$ cat config.mk
export PLATFORM = sky130hd
export DESIGN_NAME = reset_cause_recorder
export DESIGN_NICKNAME = d
export VERILOG_FILES = /design/src/include/reset_cause_pkg.sv /design/src/verilog/reset_cause_recorder.sv
export SDC_FILE = /design/constraint.sdc
export NUM_CORES = 1
export LEC_CHECK = 0
export BUFFER_PORTS_ARGS = -buffer_cell sky130_fd_sc_hd__buf_2
export CORE_UTILIZATION = 57
export CTS_CLUSTER_DIAMETER = 200
export DETAILED_ROUTE_END_ITERATION = 10
export HOLD_SLACK_MARGIN = 0.15
export PLACE_DENSITY = 0.93
export REMOVE_ABC_BUFFERS = 1
export SKIP_CTS_REPAIR_TIMING = 1
export SLEW_MARGIN = 15
export SYNTH_ARGS = -nofsm -noshare
export SYNTH_HDL_FRONTEND = slang
export SYNTH_SLANG_ARGS = --single-unit
$ cat constraint.sdc
create_clock -name clk_sys -period 4.15 [get_ports clk_sys]
set_input_delay 0.83 -clock clk_sys [delete_from_list [all_inputs] [get_ports clk_sys]]
set_output_delay 0.83 -clock clk_sys [all_outputs]
set_load 0.05 [all_outputs]
$ cat src/include/reset_cause_pkg.sv
// Constants, types and register map of the reset-cause recorder.
// Assumes a single 50 MHz system clock and a plain register port.
package reset_cause_pkg;

   localparam int          PC_W          = 15;
   localparam int          ADDR_W        = 4;
   localparam int          DATA_W        = 8;

   // Resume addresses
   localparam logic [14:0] RESET_VECTOR  = 15'h0000;
   localparam logic [14:0] INT_VECTOR    = 15'h0004;

   // Register offsets
   localparam logic [3:0]  ADR_CAUSE     = 4'h0;
   localparam logic [3:0]  ADR_STATE     = 4'h1;
   localparam logic [3:0]  ADR_CTRL      = 4'h2;
   localparam logic [3:0]  ADR_IRQ_STAT  = 4'h3;
   localparam logic [3:0]  ADR_IRQ_EN    = 4'h4;
   localparam logic [3:0]  ADR_IRQ_CLR   = 4'h5;

   // Cause register fields; bits 5 and 0 are unimplemented
   localparam int          B_STK_OVF     = 7;
   localparam int          B_STK_UNF     = 6;
   localparam int          B_PIN_RST     = 4;
   localparam int          B_RST_INSTR   = 3;
   localparam int          B_POWER_ON    = 2;
   localparam int          B_BROWNOUT    = 1;
   // State register fields
   localparam int          B_TIMEOUT     = 4;
   localparam int          B_POWERDOWN   = 3;
   // Control register field
   localparam int          B_STK_RST_EN  = 0;

   // Reset values
   localparam logic [7:0]  CTRL_RST      = 8'h01;
   localparam logic [7:0]  IRQ_EN_RST    = 8'h00;

   // One-cycle event pulses from the core, in interrupt-bit order
   typedef struct packed {
      logic stackUnf;    // bit 7
      logic stackOvf;    // bit 6
      logic resetInstr;  // bit 5
      logic irqWake;     // bit 4
      logic wdtExpire;   // bit 3
      logic pinReset;    // bit 2
      logic brownout;    // bit 1
      logic powerOn;     // bit 0
   } evt_t;

   // Cause flags as software sees them
   typedef struct packed {
      logic stack_overflow_flag;
      logic stack_underflow_flag;
      logic external_pin_reset_flag;
      logic reset_instruction_flag;
      logic powerOnFlag;
      logic brownout_flag;
      logic timeout_flag;
      logic powerdown_flag;
   } flags_t;

   // Power-on values of the flags; brown-out is unknown, held at 0
   localparam flags_t FLAGS_POR = '{
      stack_overflow_flag: 1'b0, stack_underflow_flag: 1'b0,
      external_pin_reset_flag: 1'b1, reset_instruction_flag: 1'b1,
      powerOnFlag: 1'b0, brownout_flag: 1'b0,
      timeout_flag: 1'b1, powerdown_flag: 1'b1};

   typedef enum logic [1:0] {
      RES_VECTOR,
      RES_NEXT,
      RES_INTVEC
   } resume_t;

   typedef enum logic {
      ST_IDLE,
      ST_EXEC_NEXT
   } seq_t;

endpackage : reset_cause_pkg

$ cat src/verilog/reset_cause_recorder.sv
// Reset-cause recorder: keeps cause flags, picks the resume address,
// raises an interrupt on recorded events.
// Assumes event pulses come from core logic on clk_sys; the external
// reset pin is asynchronous and is synchronised here.
`timescale 1ns/100ps

module reset_cause_recorder (
   input  wire logic                              clk_sys,
   input  wire logic                              arst_n,
   input  wire logic                              clkEn,
   input  wire reset_cause_pkg::evt_t             evtIn,
   input  wire logic                              external_reset_pin_n,
   input  wire logic                              sleeping,
   input  wire logic                              global_interrupt_enable,
   input  wire logic [reset_cause_pkg::PC_W-1:0]  pcNow,
   input  wire logic                              instrDone,
   input  wire logic [reset_cause_pkg::ADDR_W-1:0] regAddr,
   input  wire logic [reset_cause_pkg::DATA_W-1:0] regWdata,
   input  wire logic                              regWr,
   input  wire logic                              regRd,
   output logic [reset_cause_pkg::DATA_W-1:0]     regRdata,
   output reset_cause_pkg::flags_t                flagsOut,
   output logic                                   resumeValid,
   output reset_cause_pkg::resume_t               resumeKind,
   output logic [reset_cause_pkg::PC_W-1:0]       resumeAddr,
   output logic                                   pushValid,
   output logic [reset_cause_pkg::PC_W-1:0]       pushAddr,
   output logic                                   irq
);
   import reset_cause_pkg::*;

   // Pin synchroniser and edge detect
   logic          pinSync1_ff;
   logic          pinSync2_ff;
   logic          pinPrev_ff;
   logic          pinFall;

   // Flags, control and interrupt state
   flags_t        flags_ff;
   flags_t        nxt_flags;
   logic [7:0]    ctrl_ff;
   logic [7:0]    nxt_ctrl;
   logic [7:0]    irqStat_ff;
   logic [7:0]    nxt_irqStat;
   logic [7:0]    irqEn_ff;
   logic [7:0]    nxt_irqEn;
   logic          irq_ff;
   logic          nxt_irq;
   logic [7:0]    rdata_ff;
   logic [7:0]    nxt_rdata;

   // Resume sequencer
   seq_t          seq_ff;
   seq_t          nxt_seq;
   logic          resValid_ff;
   logic          nxt_resValid;
   resume_t       resKind_ff;
   resume_t       nxt_resKind;
   logic [14:0]   resAddr_ff;
   logic [14:0]   nxt_resAddr;
   logic          pushValid_ff;
   logic          nxt_pushValid;
   logic [14:0]   pushAddr_ff;
   logic [14:0]   nxt_pushAddr;

   evt_t          evt;
   logic          stkRstEn;
   logic [14:0]   pcNext;

   // Pin is asynchronous; only the second and third stages feed logic
   always_ff @(posedge clk_sys or negedge arst_n) begin
      if (!arst_n) begin
         pinSync1_ff <= 1'b1;
         pinSync2_ff <= 1'b1;
         pinPrev_ff  <= 1'b1;
      end else if (clkEn) begin
         pinSync1_ff <= external_reset_pin_n;
         pinSync2_ff <= pinSync1_ff;
         pinPrev_ff  <= pinSync2_ff;
      end
   end

   assign pinFall  = pinPrev_ff & ~pinSync2_ff;
   assign stkRstEn = ctrl_ff[B_STK_RST_EN];
   assign pcNext   = pcNow + 15'h0001;

   // Qualified events; stack faults count only with reset enable
   always_comb begin
      evt          = evtIn;
      evt.pinReset = evtIn.pinReset | pinFall;
      evt.stackOvf = evtIn.stackOvf & stkRstEn;
      evt.stackUnf = evtIn.stackUnf & stkRstEn;
   end

   // Flag update and resume choice; highest priority event wins
   always_comb begin
      nxt_flags     = flags_ff;
      nxt_seq       = seq_ff;
      nxt_resValid  = 1'b0;
      nxt_resKind   = resKind_ff;
      nxt_resAddr   = resAddr_ff;
      nxt_pushValid = 1'b0;
      nxt_pushAddr  = pushAddr_ff;
      // Software may rewrite flags so the next cause stands out
      if (regWr && regAddr == ADR_CAUSE) begin
         nxt_flags.stack_overflow_flag     = regWdata[B_STK_OVF];
         nxt_flags.stack_underflow_flag    = regWdata[B_STK_UNF];
         nxt_flags.external_pin_reset_flag = regWdata[B_PIN_RST];
         nxt_flags.reset_instruction_flag  = regWdata[B_RST_INSTR];
         nxt_flags.powerOnFlag             = regWdata[B_POWER_ON];
         nxt_flags.brownout_flag           = regWdata[B_BROWNOUT];
      end
      // hardware events override a same-cycle write
      if (evt.powerOn) begin
         nxt_flags    = FLAGS_POR;
         nxt_seq      = ST_IDLE;
         nxt_resValid = 1'b1;
         nxt_resKind  = RES_VECTOR;
         nxt_resAddr  = RESET_VECTOR;
      end else if (evt.brownout) begin
         nxt_flags.stack_overflow_flag     = 1'b0;
         nxt_flags.stack_underflow_flag    = 1'b0;
         nxt_flags.external_pin_reset_flag = 1'b1;
         nxt_flags.reset_instruction_flag  = 1'b1;
         nxt_flags.brownout_flag           = 1'b0;
         nxt_flags.timeout_flag            = 1'b1;
         nxt_flags.powerdown_flag          = 1'b1;
         nxt_seq      = ST_IDLE;
         nxt_resValid = 1'b1;
         nxt_resKind  = RES_VECTOR;
         nxt_resAddr  = RESET_VECTOR;
      end else if (evt.pinReset) begin
         // pin flag low; when asleep, timeout flag set high and powerdown flag low
         nxt_flags.external_pin_reset_flag = 1'b0;
         if (sleeping) begin
            nxt_flags.timeout_flag   = 1'b1;
            nxt_flags.powerdown_flag = 1'b0;
         end
         nxt_seq      = ST_IDLE;
         nxt_resValid = 1'b1;
         nxt_resKind  = RES_VECTOR;
         nxt_resAddr  = RESET_VECTOR;
      end else if (evt.wdtExpire) begin
         // watchdog resets when running, resumes when asleep
         nxt_flags.timeout_flag = 1'b0;
         nxt_resValid = 1'b1;
         if (sleeping) begin
            nxt_flags.powerdown_flag = 1'b0;
            nxt_resKind = RES_NEXT;
            nxt_resAddr = pcNext;
         end else begin
            nxt_seq     = ST_IDLE;
            nxt_resKind = RES_VECTOR;
            nxt_resAddr = RESET_VECTOR;
         end
      end else if (evt.stackOvf || evt.stackUnf) begin
         nxt_flags.stack_overflow_flag  = flags_ff.stack_overflow_flag
                                          | evt.stackOvf;
         nxt_flags.stack_underflow_flag = flags_ff.stack_underflow_flag
                                          | evt.stackUnf;
         nxt_seq      = ST_IDLE;
         nxt_resValid = 1'b1;
         nxt_resKind  = RES_VECTOR;
         nxt_resAddr  = RESET_VECTOR;
      end else if (evt.resetInstr) begin
         // instruction reset clears its own flag only
         nxt_flags.reset_instruction_flag = 1'b0;
         nxt_seq      = ST_IDLE;
         nxt_resValid = 1'b1;
         nxt_resKind  = RES_VECTOR;
         nxt_resAddr  = RESET_VECTOR;
      end else if (evt.irqWake && sleeping) begin
         // interrupt wake flag pattern and next address
         nxt_flags.timeout_flag   = 1'b1;
         nxt_flags.powerdown_flag = 1'b0;
         nxt_resValid = 1'b1;
         nxt_resKind  = RES_NEXT;
         nxt_resAddr  = pcNext;
         // vector only after the next instruction has run
         if (global_interrupt_enable) begin
            nxt_seq = ST_EXEC_NEXT;
         end
      end else begin
         case (seq_ff)
            ST_IDLE: begin
               nxt_seq = ST_IDLE;
            end
            ST_EXEC_NEXT: begin
               // push return address, load interrupt vector
               if (instrDone) begin
                  nxt_seq       = ST_IDLE;
                  nxt_resValid  = 1'b1;
                  nxt_resKind   = RES_INTVEC;
                  nxt_resAddr   = INT_VECTOR;
                  nxt_pushValid = 1'b1;
                  nxt_pushAddr  = pcNow;
               end
            end
            default: begin
               nxt_seq = ST_IDLE;
            end
         endcase
      end
   end

   // Control, interrupt and read-data next values
   always_comb begin
      nxt_ctrl    = ctrl_ff;
      nxt_irqEn   = irqEn_ff;
      nxt_irqStat = irqStat_ff;
      nxt_rdata   = rdata_ff;
      if (regWr && regAddr == ADR_CTRL) begin
         nxt_ctrl = {7'h00, regWdata[B_STK_RST_EN]};
      end else if (regWr && regAddr == ADR_IRQ_EN) begin
         nxt_irqEn = regWdata;
      end else if (regWr && regAddr == ADR_IRQ_CLR) begin
         nxt_irqStat = irqStat_ff & ~regWdata;
      end
      // Set wins over a same-cycle clear
      nxt_irqStat = nxt_irqStat | evt;
      nxt_irq     = |(nxt_irqStat & nxt_irqEn);
      if (regRd) begin
         // unimplemented bits and unmapped offsets read zero
         if (regAddr == ADR_CAUSE) begin
            nxt_rdata = {flags_ff.stack_overflow_flag,
                         flags_ff.stack_underflow_flag, 1'b0,
                         flags_ff.external_pin_reset_flag,
                         flags_ff.reset_instruction_flag,
                         flags_ff.powerOnFlag,
                         flags_ff.brownout_flag, 1'b0};
         end else if (regAddr == ADR_STATE) begin
            nxt_rdata = {3'h0, flags_ff.timeout_flag,
                         flags_ff.powerdown_flag, 3'h0};
         end else if (regAddr == ADR_CTRL) begin
            nxt_rdata = ctrl_ff;
         end else if (regAddr == ADR_IRQ_STAT) begin
            nxt_rdata = irqStat_ff;
         end else if (regAddr == ADR_IRQ_EN) begin
            nxt_rdata = irqEn_ff;
         end else begin
            nxt_rdata = 8'h00;
         end
      end
   end

   // State registers; clkEn low freezes everything
   always_ff @(posedge clk_sys or negedge arst_n) begin
      if (!arst_n) begin
         flags_ff     <= FLAGS_POR;
         ctrl_ff      <= CTRL_RST;
         irqStat_ff   <= 8'h00;
         irqEn_ff     <= IRQ_EN_RST;
         irq_ff       <= 1'b0;
         rdata_ff     <= 8'h00;
         seq_ff       <= ST_IDLE;
         resValid_ff  <= 1'b0;
         resKind_ff   <= RES_VECTOR;
         resAddr_ff   <= RESET_VECTOR;
         pushValid_ff <= 1'b0;
         pushAddr_ff  <= 15'h0000;
      end else if (clkEn) begin
         flags_ff     <= nxt_flags;
         ctrl_ff      <= nxt_ctrl;
         irqStat_ff   <= nxt_irqStat;
         irqEn_ff     <= nxt_irqEn;
         irq_ff       <= nxt_irq;
         rdata_ff     <= nxt_rdata;
         seq_ff       <= nxt_seq;
         resValid_ff  <= nxt_resValid;
         resKind_ff   <= nxt_resKind;
         resAddr_ff   <= nxt_resAddr;
         pushValid_ff <= nxt_pushValid;
         pushAddr_ff  <= nxt_pushAddr;
      end
   end

   assign regRdata    = rdata_ff;
   assign flagsOut    = flags_ff;
   assign resumeValid = resValid_ff;
   assign resumeKind  = resKind_ff;
   assign resumeAddr  = resAddr_ff;
   assign pushValid   = pushValid_ff;
   assign pushAddr    = pushAddr_ff;
   assign irq         = irq_ff;

endmodule : reset_cause_recorder
==> summary.md <==
| Metric | Value |
|---|---|
| H-tree depth | `3` |
| Antenna-violating nets left | `0` |
| Worst slack, placed | `around 1.4 ns` |
| I/O pin count | `95` |
| Synth unique cells | `58` |
| Slowest stage cell, crit path | `or3_4` |
| Synth Warn # | `0` |
| # fillers | `479` |
| FF/Latch Area | `1810 um^2` |
| Synth top area cells | `dfrtp_1, nand2_1, dfstp_2` |
| Initial antenna violation count | `0` |
| Final HPWL from detailed placement | `6.88 mm` |
| Die height | `82.6 um` |
| Total core area | `6310 um^2` |
| Diodes inserted | `0` |
| Vias in the first global route | `3,189` |
| Register bit total from synthesis | `72` |
| First-pass GRT wire length | `14.9 mm` |
| Grt ovf | `0` |
| Vias/cell | `6.12` |
| Slew Limit Fails | `0` |
| Clock tree buffer depth | `2` |
| Critical Path RT | `about 4.4 ns` |
| Crit path arrival time | `roughly 2.7 ns` |
| Max Cap Viol | `0` |
| Clock Latency Late Sink | `0.35 ns` |
| Internal | `0.00122 W` |
| Fmax | `412 MHz` |
| RSZ-0062 raised after global routing | `false` |
| Placer congestion estimate | `0.911` |
| Main synth FF type | `dfrtp_1` |
| Worst Hold Class | `flop to flop` |
| CTS tree | `yes` |
| Routed WL per cell | `17.4 um` |
| IO Port Bufs | `94` |
| Die footprint | `just under 7000 um^2` |
| Max FO, Critical Path | `15` |
| DR iter-0 viols | `~300` |
| GRT Resource Usage Total | `0.298` |
| Footprint of the multi-input gates | `1770 um^2` |
| Inst Count DP | `527` |
| Root Buffer Master | `clkbuf_8` |
| Fin Hold WS | `0.474 ns` |
| Crit path launch type | `input pin` |
| Pin count of the biggest net entering global routing | `47` |
| Internal reg-to-reg setup slack | `1.99 ns` |
| Vias | `3,321` |
| Area Overhead vs Synth | `19.8%` |
| Skew final | `0.00959 ns` |
| Initial Utilization | `0.587` |
| Share of layout cells above drive strength 1 | `0.328` |
| Outcome | `finished clean` |
| Synthesized instance count | `373` |
| Routed wire length | `9.47 mm` |
| Yosys top cell by area | `dfrtp_1` |
| Fin crit share | `0.585` |
| Crit end category | `flop` |
| Syn_area_per_cell | `9.94 um^2` |
| Min Tclk post-route | `2.43 ns` |
| Post-Syn Area | `3710 um^2` |
| EDFF count, synth | `0` |
| Crit path kind | `input pin to flop` |
| Switching portion of total power | `0.287` |
| Worst-Margin Slew | `1.03 ns` |
| Seq/Total Area, Yosys | `0.489` |
| Tot Pwr | `~0.0017 W` |
| Num rows | `29` |
| Crit-path cells | `buf_2 -> or2_1 -> or3_4 -> nor2_4 -> nand4_4 -> mux2_4` |
| PnR worst setup slack | `~1.7 ns` |
| Sw power | `0.000492 W` |
| Filler-free cell count of the finished design | `roughly 540` |
| Total CTS buffers | `9` |
| Async SR Flop Fraction | `1.00` |
| Leakage | `about 2.1 nW` |
| DRC viols | `0` |
| Worst-path clk slew | `0.07 ns` |
| Clk pwr share | `0.368` |
| Power density cells | `387 nW/um^2` |
| Peak supply drop | `0.257 mV` |
| Yosys top cell area share | `0.432` |
| First-pass iteration count of the detailed router | `5` |
| Relative slew margins | `0.308` |
| Final setup fails | `0` |
| CTS sink count | `72` |
| Die X | `82.6 um` |
| Final net count | `506` |
| Gate power share | `0.168` |
| Final hold violation count | `0` |
| TNS Setup | `0 ns` |
| Flop pwr share | `0.464` |
| Worst path max stage delay | `approximately 0.44 ns` |
## cells in the final DEF, fill, tap and decap left out, types with 3 or more instances in the layout
cell       count
xnor2_1        6
nor2b_1        7
o31ai_1        3
mux2i_1        3
inv_1          8
xor2_1         7
o2bb2ai_1      3
buf_2         94
and2_1         3
nor4_1         3
dfrtp_1       64
nor2_1        18
nand4_1        3
dfstp_2        8
a21oi_1       14
mux2_4        10
nand3_1       11
o21ai_0       38
clkbuf_8      11
nand2_1       60
mux2_2        14
nor3_1         6
a31oi_1        4
a22o_1        10
a22oi_1        6
buf_4          4
## Yosys cell counts, types with 3 or more instances
cell,count
nand4_1,3
nor2_1,18
mux2i_1,3
xnor2_1,6
a22oi_1,6
dfrtp_1,64
mux2_2,14
a31oi_1,4
nor3_1,6
nand2_1,60
inv_1,8
clkbuf_1,14
buf_2,6
nand3_1,11
a21oi_1,14
xor2_1,7
dfstp_2,8
o21ai_0,38
o31ai_1,3
and2_1,3
a22o_1,10
mux2_4,10
nor4_1,3
nor2b_1,7
o2bb2ai_1,3
## cell type report
type	instances	share of cell area
Clock buffer	11	0.0341
Clock inverter	5	0.0178
Inverter	8	0.00676
Multi-Input combinational cell	272	0.399
Sequential cell	72	0.408
Tap cell	77	0.0217
Timing Repair Buffer	98	0.113
## worst paths after layout
check                                         from                   endpoint  cells after the start
hold reg to reg            regRdata[0]$_DFFE_PN0P_    regRdata[0]$_DFFE_PN0P_                      2
hold / removal             regRdata[0]$_DFFE_PN0P_    regRdata[0]$_DFFE_PN0P_                      2
min in group asynchronous                   arst_n    regRdata[1]$_DFFE_PN0P_                      1
setup reg to reg            ctrl_ff[0]$_DFFE_PN1P_   pushAddr[10]$_DFFE_PN0P_                      4
max in group asynchronous                   arst_n  resumeAddr[0]$_DFFE_PN0P_                      3
setup / recovery                          evtIn[1]   pushAddr[10]$_DFFE_PN0P_                      6
## flip-flops by register name (all words and copies together) (netlist names)
register     flops
resumeKind       2
irqEn_ff         8
regRdata         8
irqStat_ff       8
resumeAddr      15
flagsOut         8
pinSync2_ff      1
pushAddr        15
ctrl_ff          1
irq              1
resumeValid      1
seq_ff           1
pinPrev_ff       1
pinSync1_ff      1
pushValid        1
## power groups by stage
| stage | Combinational, W | Clock, W | Sequential, W |
|---|---|---|---|
| floorplan | 0.000119 | 0 | 0.000853 |
| global placement | 0.000279 | 0 | 0.000804 |
| detailed placement | 0.000288 | 0 | 0.000807 |
| CTS | 0.000289 | 0.000642 | 0.000794 |
| global route | 0.000315 | 0.000674 | 0.000800 |
| finish | 0.000289 | 0.000631 | 0.000796 |
## kinds of logic (layout without fill, tap and decap cells)
logic type | count (synthesis) | in the layout | share of synthesized area
AO/OA/AOI/OAI | 104 | 104 | 0.186
XOR/XNOR | 13 | 13 | 0.0307
adder cells (fa/ha/maj) | 1 | 1 | 0.00338
buffers and inverters | 29 | 122 | 0.0334
flip-flops | 72 | 72 | 0.489
multiplexers | 27 | 27 | 0.0912
AND/OR/NAND/NOR | 127 | 127 | 0.166
## metal layers
layer  up-vias  track usage  routed length [um]
met5         -            0                   0
met4         0        0.126                 230
met3        29       0.0791                 709
met2       173        0.513                4670
met1      1599        0.350                3860
li1       1520            -                   -
## worst max-delay path, delay by kind of cell
family	cells	cell delay, ns
buffers and inverters	1	0.13
AND/OR/NAND/NOR	4	1.25
multiplexers	1	0.43
## per-stage QoR
step           instance area (um^2)  utilization
2_1_floorplan                  3610            -
3_3_place_gp                   4210        0.667
3_5_place_dp                   4210        0.667
4_1_cts                        4440        0.703
5_1_grt                        4440        0.703
6_report                       4440        0.703
(Power assumes the default switching activity.)
